[src/core/pvaa_defines.vh]
// Constants for the phone voice alarm access sequencer
`ifndef PVAA_DEFINES_VH
`define PVAA_DEFINES_VH
`define PVAA_CLK_HZ 20000000
`define PVAA_SEC_CYCLES 32'h0131_2D00
`define PVAA_NOPW_SEC 8'h28
`define PVAA_REDIAL_SEC 8'h14
`define PVAA_ENTRY_SEC 8'h09
`define PVAA_MAX_WRONG 2'h2
`define PVAA_SEC_PROMPT 7'h00
`define PVAA_SEC_OK 7'h01
`define PVAA_SEC_WRONG 7'h02
`define PVAA_SEC_ALARM 7'h03
`define PVAA_KEY_STAR 4'hA
`define PVAA_KEY_HASH 4'hB
`define PVAA_PW_RESET 16'h0000
`endif

[src/core/pvaa_sec_timer.v]
// Seconds timer: counts whole seconds since the last restart
`include "pvaa_defines.vh"
module pvaa_sec_timer (
   // Clock and reset
   input wire clk,
   input wire resetn,
   // Control
   input wire restart,
   // Status
   output reg [7:0] seconds_r
);
   parameter [31:0] SEC_CYCLES = `PVAA_SEC_CYCLES;
   reg [31:0] tick_r;
   always @(posedge clk or negedge resetn) begin
      if (!resetn) begin
         tick_r <= 32'h0000_0000;
         seconds_r <= 8'h00;
      end else if (restart) begin
         tick_r <= 32'h0000_0000;
         seconds_r <= 8'h00;
      end else if (tick_r == SEC_CYCLES - 32'h0000_0001) begin
         tick_r <= 32'h0000_0000;
         // Saturate so long waits never wrap
         if (seconds_r != 8'hFF) begin
            seconds_r <= seconds_r + 8'h01;
         end
      end else begin
         tick_r <= tick_r + 32'h0000_0001;
      end
   end
endmodule // pvaa_sec_timer

[src/core/pvaa_call_seq.v]
// Call-control sequencer for the telephone and voice module
// Functional notes
// - Sections zero to three are system prompts
// - Section zero only on answered incoming call
// - Section one only after correct password
// - Section two on the first two password mismatches
// - Section three when outgoing call connects
// - Incoming: off-hook, prompt, await password
// - Incoming wrong: section two, then prompt again
// - Outgoing: alarm section with section three
// - Outgoing correct: section one, repeat alarm
// - Outgoing wrong: section two, repeat three+alarm
// - No answer or password in 40s: redial
// - Star stops playback; four digits within 9s on incoming calls, within 40s of connection on outgoing
// - Incoming entry timeout: replay prompt, need star; outgoing timeout hangs up
// - Third wrong password hangs up to idle
// - After lockout redial every 20s if alarm
// - Alarm voice replays every 20s while armed, only on ticks that find the sequencer idle
// - Redial continues until remote clears alarm
`include "pvaa_defines.vh"
module pvaa_call_seq (
   // Clock and reset
   input wire clk,
   input wire resetn,
   // Telephone line
   input wire ringIn,
   input wire answeredIn,
   input wire lineDropIn,
   input wire keyValidIn,
   input wire [3:0] keyCodeIn,
   output reg offHook_r,
   output reg dialStart_r,
   // Voice playback
   input wire playDone,
   output reg playStart_r,
   output reg playStop_r,
   output reg [6:0] playSection_r,
   // Controller side
   input wire alarmIn,
   input wire [6:0] alarmSection,
   input wire [15:0] password,
   output reg cmdValid_r,
   output reg [3:0] cmdCode_r,
   output reg alarmArmed_r,
   output reg [2:0] callState_r
);
   parameter [31:0] SEC_CYCLES = `PVAA_SEC_CYCLES;
   localparam [2:0] ST_IDLE = 3'd0;
   localparam [2:0] ST_DIAL = 3'd1;
   localparam [2:0] ST_PROMPT = 3'd2;
   localparam [2:0] ST_ENTRY = 3'd3;
   localparam [2:0] ST_CONTROL = 3'd4;
   localparam [2:0] ST_HANGUP = 3'd5;
   // Play plan: which section follows the current one
   localparam [1:0] PL_PROMPT = 2'd0;
   localparam [1:0] PL_ALARM_THEN_3 = 2'd1;
   localparam [1:0] PL_3_THEN_ALARM = 2'd2;
   localparam [1:0] PL_LOOP_ALARM = 2'd3;

   // Line and key-valid inputs pass three flops, the key code two; a line input is high while stages two and three are both high, key valid changes when they agree
   reg [2:0] ringSync_r, ansSync_r, dropSync_r, keySync_r;
   reg [3:0] codeA_r, codeB_r;
   always @(posedge clk or negedge resetn) begin
      if (!resetn) begin
         ringSync_r <= 3'b000;
         ansSync_r <= 3'b000;
         dropSync_r <= 3'b000;
         keySync_r <= 3'b000;
         codeA_r <= 4'h0;
         codeB_r <= 4'h0;
      end else begin
         ringSync_r <= {ringSync_r[1:0], ringIn};
         ansSync_r <= {ansSync_r[1:0], answeredIn};
         dropSync_r <= {dropSync_r[1:0], lineDropIn};
         keySync_r <= {keySync_r[1:0], keyValidIn};
         codeA_r <= keyCodeIn;
         codeB_r <= codeA_r;
      end
   end
   wire ring = ringSync_r[1] & ringSync_r[2];
   wire answered = ansSync_r[1] & ansSync_r[2];
   wire lineDrop = dropSync_r[1] & dropSync_r[2];
   reg keyLevel_r;
   always @(posedge clk or negedge resetn) begin
      if (!resetn) begin
         keyLevel_r <= 1'b0;
      end else if (keySync_r[1] == keySync_r[2]) begin
         keyLevel_r <= keySync_r[2];
      end
   end
   wire keyAgree = (keySync_r[1] == keySync_r[2]);
   // Key code is held stable by the receiver while valid is high
   wire keyHit = keyAgree & keySync_r[2] & ~keyLevel_r;
   wire isStar = (codeB_r == `PVAA_KEY_STAR);
   wire isDigit = (codeB_r <= 4'h9);

   reg [2:0] state_r, state_nxt;
   reg outgoing_r;
   reg [1:0] plan_r;
   reg [1:0] wrong_r;
   reg starSeen_r;
   reg pwOk_r;
   reg [2:0] digitCnt_r;
   reg [15:0] entry_r;
   reg timerRestart;
   wire [7:0] seconds;

   pvaa_sec_timer #(.SEC_CYCLES(SEC_CYCLES)) uTimer (
      .clk(clk),
      .resetn(resetn),
      .restart(timerRestart),
      .seconds_r(seconds)
   );

   // Separate alarm-voice repeat timer so it runs across calls
   reg [31:0] repTick_r;
   reg [7:0] repSec_r;
   wire repDue = (repSec_r == `PVAA_REDIAL_SEC);
   always @(posedge clk or negedge resetn) begin
      if (!resetn) begin
         repTick_r <= 32'h0000_0000;
         repSec_r <= 8'h00;
      end else if (!alarmArmed_r || repDue) begin
         repTick_r <= 32'h0000_0000;
         repSec_r <= 8'h00;
      end else if (repTick_r == SEC_CYCLES - 32'h0000_0001) begin
         repTick_r <= 32'h0000_0000;
         repSec_r <= repSec_r + 8'h01;
      end else begin
         repTick_r <= repTick_r + 32'h0000_0001;
      end
   end

   wire fourth = (digitCnt_r == 3'd3) & isDigit;
   wire [15:0] fullEntry = {entry_r[11:0], codeB_r};
   wire match = (fullEntry == password);
   // System prompt slots can never be reused as the alarm message
   wire [6:0] alarmSlot = (alarmSection <= `PVAA_SEC_ALARM) ? `PVAA_SEC_ALARM + 7'h01 : alarmSection;

   always @* begin
      state_nxt = state_r;
      timerRestart = 1'b0;
      case (state_r)
         ST_IDLE: begin
            timerRestart = 1'b1;
            if (ring) begin
               state_nxt = ST_PROMPT;
            end else if (alarmArmed_r && repDue) begin
               state_nxt = ST_DIAL;
            end
         end
         ST_DIAL: begin
            if (answered) begin
               state_nxt = ST_PROMPT;
               timerRestart = 1'b1;
            end else if (seconds >= `PVAA_NOPW_SEC) begin
               state_nxt = ST_HANGUP;
            end
         end
         ST_PROMPT: begin
            if (lineDrop) begin
               state_nxt = ST_HANGUP;
            end else if (outgoing_r && seconds >= `PVAA_NOPW_SEC) begin
               state_nxt = ST_HANGUP;
            end else if (keyHit && isStar) begin
               state_nxt = ST_ENTRY;
               timerRestart = !outgoing_r;
            end
         end
         ST_ENTRY: begin
            if (lineDrop) begin
               state_nxt = ST_HANGUP;
            end else if (!outgoing_r && seconds >= `PVAA_ENTRY_SEC) begin
               state_nxt = ST_PROMPT;
            end else if (outgoing_r && seconds >= `PVAA_NOPW_SEC) begin
               state_nxt = ST_HANGUP;
            end else if (keyHit && isDigit && digitCnt_r == 3'd3) begin
               if (match) begin
                  state_nxt = ST_CONTROL;
               end else if (wrong_r == `PVAA_MAX_WRONG) begin
                  state_nxt = ST_HANGUP;
               end else begin
                  state_nxt = ST_PROMPT;
               end
            end
         end
         ST_CONTROL: begin
            if (lineDrop || (keyHit && codeB_r == `PVAA_KEY_HASH && !starSeen_r)) begin
               state_nxt = ST_HANGUP;
            end
         end
         ST_HANGUP: begin
            state_nxt = ST_IDLE;
         end
         default: begin
            state_nxt = ST_IDLE;
         end
      endcase
   end

   // Entry window timer: restart on star; outgoing keeps the 40 s window from connection
   reg [31:0] entTick_r;
   reg [7:0] entSec_r;

   always @(posedge clk or negedge resetn) begin
      if (!resetn) begin
         state_r <= ST_IDLE;
         outgoing_r <= 1'b0;
         plan_r <= PL_PROMPT;
         wrong_r <= 2'h0;
         starSeen_r <= 1'b0;
         pwOk_r <= 1'b0;
         digitCnt_r <= 3'd0;
         entry_r <= 16'h0000;
         offHook_r <= 1'b0;
         dialStart_r <= 1'b0;
         playStart_r <= 1'b0;
         playStop_r <= 1'b0;
         playSection_r <= `PVAA_SEC_PROMPT;
         cmdValid_r <= 1'b0;
         cmdCode_r <= 4'h0;
         alarmArmed_r <= 1'b0;
         callState_r <= ST_IDLE;
      end else begin
         state_r <= state_nxt;
         callState_r <= state_nxt;
         dialStart_r <= 1'b0;
         playStart_r <= 1'b0;
         playStop_r <= 1'b0;
         cmdValid_r <= 1'b0;
         // Alarm arms on the program's request; only a remote control code disarms
         if (alarmIn && !alarmArmed_r) begin
            alarmArmed_r <= 1'b1;
         end
         // Section numbers 0..3 are never chosen for the alarm slot
         case (state_r)
            ST_IDLE: begin
               wrong_r <= 2'h0;
               pwOk_r <= 1'b0;
               starSeen_r <= 1'b0;
               if (ring) begin
                  offHook_r <= 1'b1;
                  outgoing_r <= 1'b0;
                  plan_r <= PL_PROMPT;
                  playSection_r <= `PVAA_SEC_PROMPT;
                  playStart_r <= 1'b1;
               end else if (alarmArmed_r && repDue) begin
                  offHook_r <= 1'b1;
                  outgoing_r <= 1'b1;
                  dialStart_r <= 1'b1;
                  // Alarm voice is also sounded locally each period
                  playSection_r <= alarmSlot;
                  playStart_r <= 1'b1;
               end
            end
            ST_DIAL: begin
               if (answered) begin
                  plan_r <= PL_ALARM_THEN_3;
                  playSection_r <= alarmSlot;
                  playStart_r <= 1'b1;
               end
            end
            ST_PROMPT, ST_CONTROL: begin
               if (keyHit && isStar) begin
                  playStop_r <= 1'b1;
                  starSeen_r <= 1'b1;
                  digitCnt_r <= 3'd0;
               end else if (playDone && (state_r == ST_PROMPT || outgoing_r)) begin
                  // Incoming control stays silent after section one
                  case (plan_r)
                     PL_PROMPT: playSection_r <= `PVAA_SEC_PROMPT;
                     PL_ALARM_THEN_3: begin
                        playSection_r <= `PVAA_SEC_ALARM;
                        plan_r <= PL_3_THEN_ALARM;
                     end
                     PL_3_THEN_ALARM: begin
                        playSection_r <= alarmSlot;
                        plan_r <= PL_ALARM_THEN_3;
                     end
                     default: playSection_r <= alarmSlot;
                  endcase
                  playStart_r <= 1'b1;
               end
               if (state_r == ST_CONTROL && keyHit && isDigit && starSeen_r) begin
                  cmdValid_r <= 1'b1;
                  cmdCode_r <= codeB_r;
                  starSeen_r <= 1'b0;
                  if (codeB_r == 4'h0 && alarmArmed_r) begin
                     alarmArmed_r <= alarmIn;
                  end
               end
               if (state_r == ST_CONTROL && keyHit && !isStar && !isDigit) begin
                  starSeen_r <= 1'b0;
               end
            end
            ST_ENTRY: begin
               starSeen_r <= 1'b0;
               // Outgoing calls keep only the 40 s window, so a wrong entry is never mistaken for a timeout
               if (state_nxt == ST_PROMPT && !outgoing_r && seconds >= `PVAA_ENTRY_SEC) begin
                  playSection_r <= `PVAA_SEC_PROMPT;
                  playStart_r <= 1'b1;
               end else if (keyHit && isDigit) begin
                  entry_r <= fullEntry;
                  digitCnt_r <= digitCnt_r + 3'd1;
                  if (fourth) begin
                     digitCnt_r <= 3'd0;
                     if (match) begin
                        pwOk_r <= 1'b1;
                        playSection_r <= `PVAA_SEC_OK;
                        plan_r <= outgoing_r ? PL_LOOP_ALARM : PL_PROMPT;
                        playStart_r <= 1'b1;
                     end else begin
                        wrong_r <= wrong_r + 2'h1;
                        playSection_r <= `PVAA_SEC_WRONG;
                        // Plan names what follows: section three if outgoing, else section zero
                        plan_r <= outgoing_r ? PL_ALARM_THEN_3 : PL_PROMPT;
                        playStart_r <= (wrong_r != `PVAA_MAX_WRONG);
                     end
                  end
               end
            end
            ST_HANGUP: begin
               offHook_r <= 1'b0;
               playStop_r <= 1'b1;
               pwOk_r <= 1'b0;
            end
            default: begin
               offHook_r <= 1'b0;
            end
         endcase
      end
   end
endmodule // pvaa_call_seq

[config.mk]
export PLATFORM = sky130hd
export DESIGN_NAME = pvaa_call_seq
export DESIGN_NICKNAME = d
export VERILOG_FILES = /design/src/core/pvaa_sec_timer.v /design/src/core/pvaa_call_seq.v
export VERILOG_INCLUDE_DIRS = /design/src /design/src/core
export SDC_FILE = /design/constraint.sdc
export NUM_CORES = 1
export LEC_CHECK = 0
export BUFFER_PORTS_ARGS = -buffer_cell sky130_fd_sc_hd__buf_2
export CAP_MARGIN = 10
export CORE_MARGIN = 8
export CORE_UTILIZATION = 60
export DETAILED_ROUTE_END_ITERATION = 8
export PLACE_DENSITY = 0.89
export REMOVE_ABC_BUFFERS = 1
export SLEW_MARGIN = 20
export SYNTH_ARGS = -nofsm -noshare
export SYNTH_HDL_FRONTEND = slang
export SYNTH_HIERARCHICAL = 1
export SYNTH_SLANG_ARGS = --single-unit
[constraint.sdc]
create_clock -name clk -period 6.3 [get_ports clk]
set_input_delay 0.63 -clock clk [delete_from_list [all_inputs] [get_ports clk]]
set_output_delay 0.63 -clock clk [all_outputs]
set_load 0.005 [all_outputs]
; After elaboration in Yosys (flattened, before gate mapping)
; Cells that the tools add are included.
[totals]
n_memories = 0
romBits = 0
latchBits = 0
elab_cells = 218
reg_bits = 142
ramBits = 0
out_inout_bits = 20
inputBits = 35
[classes]
multipliers = 0
n_mux = 90
n_reduce_logical = 50
bitwise = 9
n_div = 0
eq_ne = 33
n_shift = 0
order_cmp = 4
add_sub_neg = 6
[ops]
columns = operator, count
row1 = $mux 32, 4
row2 = $add 32x1->32 const B, 2
row3 = $eq 32x25->1 const B, 2
row4 = $mux 7, 9
row5 = $mux 3, 18
row6 = $mux 8, 5
row7 = $mux 1, 28
row8 = $mux 2, 14
row9 = $pmux 7 s4, 1
row10 = $ne 2x2->1 const B, 10
row11 = $logic_and 1x1->1, 18
row12 = $add 8x1->8 const B, 2
row13 = $eq 16x16->1, 1
row14 = $pmux 3 s5, 1
row15 = $pmux 7 s2, 1
row16 = $reduce_bool 2->1, 7
row17 = $eq 3x2->1 const B, 4
row18 = $reduce_and 2->1, 5
row19 = $ne 3x3->1 const B, 3
row20 = $reduce_and 9->1, 1
row21 = $eq 4x4->1 const B, 2
row22 = $eq 8x5->1 const B, 1
row23 = $ge 8x4->1 const B, 1
row24 = $ge 8x6->1 const B, 1
row25 = other kinds (32), 51

; Depth between registers and ports, before layout
; Gate-level depths: netlist of the first run.
[depth]
word_depth = 15
mapped_depth = 9

; By module
; The synthesis of the first run kept the hierarchy.
[by_module_without_submodules]
columns = module, area_per_inst_um2, seq_area_each_um2, n_inst, cells_per_inst
row1 = pvaa_call_seq, 5247.5, 2552.4, 1, 518
row2 = pvaa_sec_timer, 2042.0, 1001.0, 1, 214

; Worst setup path after synthesis of the first run
; Ideal clock, no wire load.
[synth_path]
path_kind = register to register
from = register repSec_r[0]
to = register entry_r[10]
arrival_time_ns = 2.119
stages_incl_launch_ff = 10
n_path_buf = 1
required_time_ns = 6.175
synth_period_minus_slack_ns = 2.244
setup_slack_ns = 4.056
cell_sequence = dfrtp_1 inv_1 ha_1 and2_1 and4b_1 nor4_1 nand3b_4 nand3_4 buf_12 mux2_4
[synth_via]
elab_chain_cells = 10
[synth_lines]
columns = element, line
row1 = from (decl), pvaa_call_seq.v:117  ; reg [7:0] repSec_r;
row2 = from (signal assigned), pvaa_call_seq.v:128  ; repSec_r <= repSec_r + 8'h01;
row3 = $eq 8x5->1 (no source line), n/a
row4 = $logic_and 1x1->1, pvaa_call_seq.v:148  ; end else if (alarmArmed_r && repDue) begin
row5 = $mux 3, pvaa_call_seq.v:148
row6 = $mux 3, pvaa_call_seq.v:146  ; if (ring) begin
row7 = $pmux 3 s5, pvaa_call_seq.v:143  ; case (state_r)
row8 = $eq 3x2->1, pvaa_call_seq.v:299  ; if (state_nxt == ST_PROMPT && !outgoing_r && seconds >= `PVAA_ENTRY_SEC) begin
row9 = $logic_and 1x1->1, pvaa_call_seq.v:299
row10 = $logic_and 1x1->1 (no source line), n/a
row11 = $not 1->1 (no source line), n/a
row12 = $reduce_and 3->1 (no source line), n/a
row13 = to (signal assigned), pvaa_call_seq.v:303  ; entry_r <= fullEntry;
row14 = to (decl), pvaa_call_seq.v:104  ; reg [15:0] entry_r;
; No other way between the ends.
; A chain may end at the register's enable or synchronous reset.

; Final worst setup path of the first run
[layout_path]
from = register state_r[1]
to = register entry_r[1]
[layout_via]
elab_chain_cells = 10
[layout_lines]
columns = element, line
row1 = from (decl), pvaa_call_seq.v:97  ; reg [2:0] state_r, state_nxt;
row2 = from (signal assigned), pvaa_call_seq.v:225  ; state_r <= state_nxt;
row3 = $mux 3, pvaa_call_seq.v:177  ; end else if (keyHit && isDigit && digitCnt_r == 3'd3) begin
row4 = $mux 3, pvaa_call_seq.v:175  ; end else if (outgoing_r && seconds >= `PVAA_NOPW_SEC) begin
row5 = $mux 3, pvaa_call_seq.v:173  ; end else if (!outgoing_r && seconds >= `PVAA_ENTRY_SEC) begin
row6 = $mux 3, pvaa_call_seq.v:171  ; if (lineDrop) begin
row7 = $pmux 3 s5, pvaa_call_seq.v:143
row8 = $eq 3x2->1, pvaa_call_seq.v:299
row9 = $logic_and 1x1->1, pvaa_call_seq.v:299
row10 = $logic_and 1x1->1 (no source line), n/a
row11 = $not 1->1 (no source line), n/a
row12 = $reduce_and 3->1 (no source line) *, n/a
; Mark *: on every way between the ends. The rest lies on a longest branch, timed or not.

==> impl_results.md, run 1 <==
- Hold Path Class: in -> reg
- Dpl cells: 909
- WP data required: 6610 ps
- Syn Area/Cell: 9.958 um2
- Row count: 40
- Post-CTS setup buffers: 0
- DRT Wirelength: 16.10 mm
- Setup WS post-layout: 3508 ps
- Routed WL per cell: 17.11 um
- Number of distinct library cells after synthesis: 73
- RD Place Congestion: 0.9633
- Seq pwr share: 41.5%
- Antenna-violating nets left: 0
- Die W: 126.2 um
- Synth Area in XOR/XNOR: 8.651%
- Highest-count cells in the layout ignoring fill and taps: dfrtp_1, nor2_1, buf_2, nand2_1, xnor2_1
- Maximum VDD drop: 0.0002204 V
- Post-synth EDFFs: 0
- Synth Area in Adders: 2.060%
- Initial Util: 60.94%
- Max Slew Vio Count: 0
- Synth-to-Final Area Change: 12.34%
- Global-route wire length before repair: 27.34 mm
- Main combinational cell family by area after synthesis: simple AND/OR/NAND/NOR gates
- Die ar.: 15930 um2
- Gate power share: 23.5%
- Synth Area in Simple Gates: 23.88%
- H-tree Lvls: 4
- Setup TNS: 0 ps
- Compound-Gate Fraction of Synth Area: 8.908%
- R2R Path Start: state_r[1]
- Largest net degree at the start of global routing: 101
- Via Count: 5713
- Hold Crit Start: keyCodeIn[3]
- Place WS: 3563 ps
- Worst-path clk slew: 60 ps
- Fin Hold WS: 312.8 ps
- Proportion of synthesized area in mux cells: 4.085%
- Synth Warn #: 6
- Ratio of final minimum period to clock period: 44.32%
- Die height: 126.2 um
- All-Layer GR Usage: 20.84%
- CTS root buf: clkbuf_16
- Initial DRC count: 588
- Max-Cap Viols: 0
- Clk buf depth: 2
- Critical path origin: state_r[1]
- Worst path arrival time: 3100 ps
- Routed vias/inst: 6.071
- DP Area: 7625 um2
- Internal: 1.811 mW
- Core area: 11960 um2
- Switch Pwr: 0.8794 mW
- Fin cells: 941
- Sw Ratio: 32.68%
- Cell area power density: 328.6 nW/um2
- Clk sinks: 142
- Post-route DRC: 0
- Crit Path Category: reg -> reg
- Post-layout min period: 2792 ps
- Max Freq: 358.2 MHz
- Clk pwr share: 35.0%
- Fin nets: 828
- Share of post-route cells with drive strength above 1: 15.24%
- PortBufs: 54
- Number of global-route vias before repair: 5717
- RSZ-0062 raised after global routing: no
- Worst Path Max Fanout: 23
- Design Area, Final: 8189 um2
- CTS Buf Count: 17
- # diodes: 0
- CTS tree: done
- Synth Instances: 732
- Skew-Pair Late Insertion Delay: 420 ps
- Max Clock Skew: 9.041 ps
- Post-Syn Area: 7289 um2
- Aggregate global routing overflow: 0
- Post-CTS Hold Buffers: 0
- HPWL after DPL: 10.96 mm
- Leak Pwr: 3.669 nW
- Slew HR: 41.33%
- Critical Path Start Type: flip-flop
- Outcome: finished, final reports clean
- Most common cell after layout, fill and taps aside: dfrtp_1
- Initial antenna violation count: 0
- Register area share after synthesis: 48.75%
- CTS resizes: 0
- Worst Max-Slew Pin Slew: 880.1 ps
- CP endpoint kind: flip-flop
- Final hold violations: 0
- Initial DRT Pass Iterations: 5
- Async SR Flop Fraction: 100.0%
- Top FF cell, synth: dfrtp_1
- I/O Pins: 55
- Setup violations, final: 0
- Yosys reg bits: 142
- Fill cell count: 880
==> flip-flops by register name, summed over array words and instances (netlist names), 4 cells and up <==
signal and flops:
repTick_r 32, uTimer/tick_r 32, entry_r 12, repSec_r 8
uTimer/seconds_r 8, playSection_r 7, cmdCode_r 4, codeA_r 4
codeB_r 4
==> cell families after synthesis <==
logic type               Yosys count
buffers and inverters             60
AND/OR/NAND/NOR                  323
adder cells (fa/ha/maj)           12
AO/OA/AOI/OAI                     98
XOR/XNOR                          72
flip-flops                       142
multiplexers                      25
==> synth_stat cells (8+ instances only) <==
cell type  count  area, um2
and3_1        18      112.6
mux2i_1       11      110.1
dfrtp_1      142       3553
clkbuf_1      11      41.29
nand3_1       35      175.2
a21oi_1       30      150.1
and2_1         9      56.30
mux2_4         8      120.1
or3_1          9      56.30
inv_1         34      127.6
xor2_1        27      236.5
ha_1          12      150.1
buf_2          8      40.04
nor2_1        88      330.3
xnor2_1       45      394.1
o21ai_0       19      95.09
nor3_1        15      75.07
nor4_1        15      93.84
nand4_1       27      168.9
nand2_1       52      195.2
==> per-layer routing <==
metal / track usage [%] / vias up / part of all wire, %
li1: - / 2687 / -
met4: 7.148 / 0 / 1.7
met1: 25.81 / 2767 / 42
met5: 0 / - / 0
met2: 34.11 / 227 / 49
met3: 6.203 / 32 / 6.7
==> layout make-up <==
cell class | instances | area, um2 | area share, %
Clock buffer | 18 | 429.2 | 5.241
Timing Repair Buffer | 56 | 291.5 | 3.560
Clock inverter | 14 | 135.1 | 1.650
Inverter | 34 | 127.6 | 1.558
Tap cell | 147 | 183.9 | 2.246
Multi-Input combinational cell | 530 | 3468 | 42.35
Sequential cell | 142 | 3553 | 43.39
==> critical path: stages (launching register included) <==
cell and delay, ps:
dfrtp_1 750, nor2_1 160, and3_1 290, nor4_1 590, nand3b_4 210, nand3_4 290
mux2_2 370
==> power by group through the flow <==
stage | clock network (mW) | registers (mW) | logic [mW]
floorplan | 0 | 1.11 | 0.425
global placement | 0 | 1.12 | 0.606
detailed placement | 0 | 1.13 | 0.625
CTS | 0.955 | 1.11 | 0.631
global route | 0.993 | 1.13 | 0.706
finish | 0.942 | 1.12 | 0.632
==> stage by stage <==
step,power [mW],utilization [%]
2_1_floorplan,1.533,-
3_3_place_gp,1.729,63.74
3_5_place_dp,1.755,63.74
4_1_cts,2.700,68.46
5_1_grt,2.831,68.46
6_report,2.691,68.46
==> final timing paths <==
check,to,slack (ps),depth (start not counted)
worst min register to register,dropSync_r[1],350,0
worst max-delay path,entry_r[1],3510,6
worst max register to register,entry_r[1],3510,6
min in group asynchronous,playSection_r[3],320,1
max in group asynchronous,repTick_r[3],4890,2
worst min-delay path,codeA_r[3],310,1
Power figures use the tool's default switching activity.
==> run 2, diff against run 1 <==
- ABC_AREA: unset -> 1
- PLACE_DENSITY: 0.89 -> 0.88
- clock period: 6.3 -> 2.8 ns (I/O delays scaled with it)
==> run 2 against run 1 <==
  * Core utilization increased by 1.0 points
  * Design area increased by 11%
  * Sequential power rose by 120%
  * Maximum frequency is 8.5% higher
  * Final cell count is 40% higher
  * Clock skew about the same
  * Critical path depth grew 5
  * Global-route usage up 2.1 points
  * Hold slack got worse by 270 ps
  * Die area rose by 7.2%
==> impl_results.md, run 2 <==
- CP endpoint kind: flip-flop
- Sw Ratio: 35.37% (+2.7 points)
- Aggregate global routing overflow: 0 (unchanged)
- Highest-count cells in the layout ignoring fill and taps: nand2_1, nor2_1, dfrtp_1, inv_1, buf_2
- Maximum VDD drop: 0.0003961 V (+80%)
- RD Place Congestion: 0.9146 (-5.1%)
- Synth-to-Final Area Change: 14.68%
- Slew HR: 42.41% (+1.1 points)
- Cell area power density: 729.2 nW/um2 (+120%)
- Setup TNS: 0 ps (unchanged)
- Crit Path Category: reg -> reg
- Initial Util: 60.57% (-0.37 points)
- PortBufs: 54 (unchanged)
- Ratio of final minimum period to clock period: 91.94% (+48 points)
- Initial antenna violation count: 0 (unchanged)
- Footprint of the multi-input gates: 3706 um2 (+6.9%)
- Routed WL per cell: 13.91 um (-19%)
- Synth Warn #: 6 (unchanged)
- Register area: 3553 um2 (unchanged)
- Commonest cells in the netlist: nand2_1, nor2_1, dfrtp_1
- Max-Cap Viols: 0 (unchanged)
- Met3 WL post-DR: 1.248 mm (+16%)
- Most used standard cell by instance count after synthesis: nand2_1
- Post-synth EDFFs: 0 (unchanged)
- Worst Path Max Fanout: 15 (-35%)
- Max Slew Vio Count: 0 (unchanged)
- Die W: 130.7 um (+3.5%)
- CTS tree: done
- Setup WS post-layout: 225.7 ps (-3282 ps)
- Post-route DRC: 0 (unchanged)
- CTS Buf Count: 17 (unchanged)
- WP data required: 3160 ps (-3450 ps)
- Fin nets: 1179 (+42%)
- Post-Route Utilization: 69.46% (+1.0 points)
- Share of post-route cells with drive strength above 1: 15.30% (+0.058 points)
- Max Clock Skew: 8.672 ps (-0.3689 ps)
- Met1 Wirelength: 7.572 mm (+11%)
- Row count: 42 (+5.0%)
- Initial DRC count: 560 (-4.8%)
- CTS root buf: clkbuf_16
- Number of distinct library cells after synthesis: 50 (-32%)
- Fin cells: 1321 (+40%)
- Hold Path Class: in -> reg
- Routed vias/inst: 5.335 (-12%)
- Clk pwr share: 33.3% (-1.7 points)
- RSZ-0062 raised after global routing: no
- Die height: 130.7 um (+3.5%)
- Clk sinks: 142 (unchanged)
- Critical Path Start Type: flip-flop
- Yosys reg bits: 142 (unchanged)
- Post-Syn Area: 7894 um2 (+8.3%)
- Worst Max-Slew Pin Slew: 863.9 ps (-16.20 ps)
- Antenna-violating nets left: 0 (unchanged)
- Clk buf depth: 2 (unchanged)
- Top FF cell, synth: dfrtp_1
- Register area share after synthesis: 45.02% (-3.7 points)
- Dpl cells: 1280 (+41%)
- Share of the synthesized area in the top cell type: 45.02% (-3.7 points)
- Core area: 13030 um2 (+9.0%)
- Outcome: finished, final reports clean
- All-Layer GR Usage: 22.92% (+2.1 points)
- Gate power share: 28.7% (+5.2 points)
- Internal: 4.266 mW (+140%)
- DRT Wirelength: 18.38 mm (+14%)
- Largest net degree at the start of global routing: 94 (-6.9%)
- Synth Instances: 1054 (+44%)
- Number of global-route vias before repair: 6931 (+21%)
- Setup violations, final: 0 (unchanged)
- Via Count: 7047 (+23%)
- Seq pwr share: 38.0% (-3.5 points)
- Most common cell after layout, fill and taps aside: nand2_1
- Fill cell count: 1036 (+18%)
- Worst-path clk slew: 60 ps (about the same)
- Synth area leaders: dfrtp_1, nand2_1, nor2_1
- Area leader, netlist: dfrtp_1
- Final hold violations: 0 (unchanged)
- Async SR Flop Fraction: 100.0% (unchanged)
- Top sig layer: met4
- Post-layout min period: 2574 ps (-217.6 ps)
- Place WS: -56.56 ps (-3620 ps)
- Global-route wire length before repair: 30.99 mm (+13%)
- Switch Pwr: 2.335 mW (+170%)
- Met2 wire length: 9.010 mm (+13%)
- Skew-Pair Late Insertion Delay: 420 ps (about the same)
- Leak Pwr: 4.364 nW (+19%)
- Initial DRT Pass Iterations: 5 (unchanged)
- Worst path arrival time: 2930 ps (-170 ps)
- Syn Area/Cell: 7.489 um2 (-25%)
- H-tree Lvls: 4 (unchanged)
- Top Registers: repTick_r: 32 flops, uTimer/tick_r: 32 flops, entry_r: 12 flops
- I/O Pins: 55 (unchanged)
- HPWL after DPL: 12.93 mm (+18%)
- Max Freq: 388.5 MHz (+8.5%)
- Die ar.: 17080 um2 (+7.2%)
- PnR Total Power: 6.601 mW (+150%)
## run 2: critical path: stages, from the launching register on
cell and delay (ps):
dfrtp_1 410, ha_1 250, nand3_2 120, nor2_4 60, nand3_4 90, inv_1 60
nand4_1 130, inv_1 90, nor2_2 480, inv_1 450, a21oi_1 240, o21a_1 140
## run 2: power by group through the flow
| stage | Combinational [mW] | Clock, mW | Sequential [mW] |
|---|---|---|---|
| finish | 1.89 | 2.20 | 2.51 |
| global route | 2.13 | 2.33 | 2.54 |
| CTS | 1.90 | 2.24 | 2.51 |
| detailed placement | 1.87 | 0 | 2.54 |
| global placement | 1.82 | 0 | 2.53 |
| floorplan | 1.31 | 0 | 2.50 |
## run 2: area by class of cell
cell class	count	share of cell area, %
clock inverter	10	1.258
sequential	142	39.25
antenna	1	0.02764
inverter	152	6.317
timing repair buffer	69	4.686
multi-input combinational	750	40.94
tap	176	2.433
clock buffer	21	5.086
## run 2: what timing repair did
item	in CTS	in global routing
endpoints found under the hold margin	49	0
hold buffers	9	0
resized for setup	1	0
buffers inserted	0	0
setup endpoints to repair	9	0
## run 2: final timing paths
| check | slack (ps) | cells after the start | to | startpoint |
|---|---|---|---|---|
| max in group asynchronous | 1570 | 3 | playSection_r[2] | resetn |
| min in group asynchronous | 500 | 2 | uTimer/tick_r[13] | resetn |
| worst max register to register | 230 | 11 | repTick_r[29] | repTick_r[0] |
| worst min-delay path | 40 | 2 | alarmArmed_r | alarmIn |
| worst max-delay path | 230 | 11 | repTick_r[29] | repTick_r[0] |
| worst min register to register | 350 | 0 | codeB_r[2] | codeA_r[2] |
## run 2: per-layer routing
layer,track usage (%),up-vias
met1,27.12,3249
li1,-,3493
met3,5.276,49
met5,0,-
met2,39.01,256
met4,10.53,0
## run 2: cell families (layout without fill, tap and decap cells)
| kind of cell | after synthesis | count (layout) | share of synthesized area (%) |
|---|---|---|---|
| xor+xnor | 16 | 16 | 1.775 |
| other cells | 0 | 1 | 0 |
| mux | 1 | 1 | 0.1426 |
| compound gates | 106 | 106 | 7.529 |
| simple gates | 615 | 615 | 35.57 |
| flops | 142 | 142 | 45.02 |
| buf+inv | 162 | 252 | 8.068 |
| fa+ha+maj | 12 | 12 | 1.902 |
## run 2: through the flow
stage,hold slack [ps],instance area [um2]
2_1_floorplan,-15.59,7829
3_3_place_gp,333.3,8383
3_5_place_dp,336.3,8383
4_1_cts,31.02,9050
5_1_grt,29.59,9050
6_report,38.35,9052
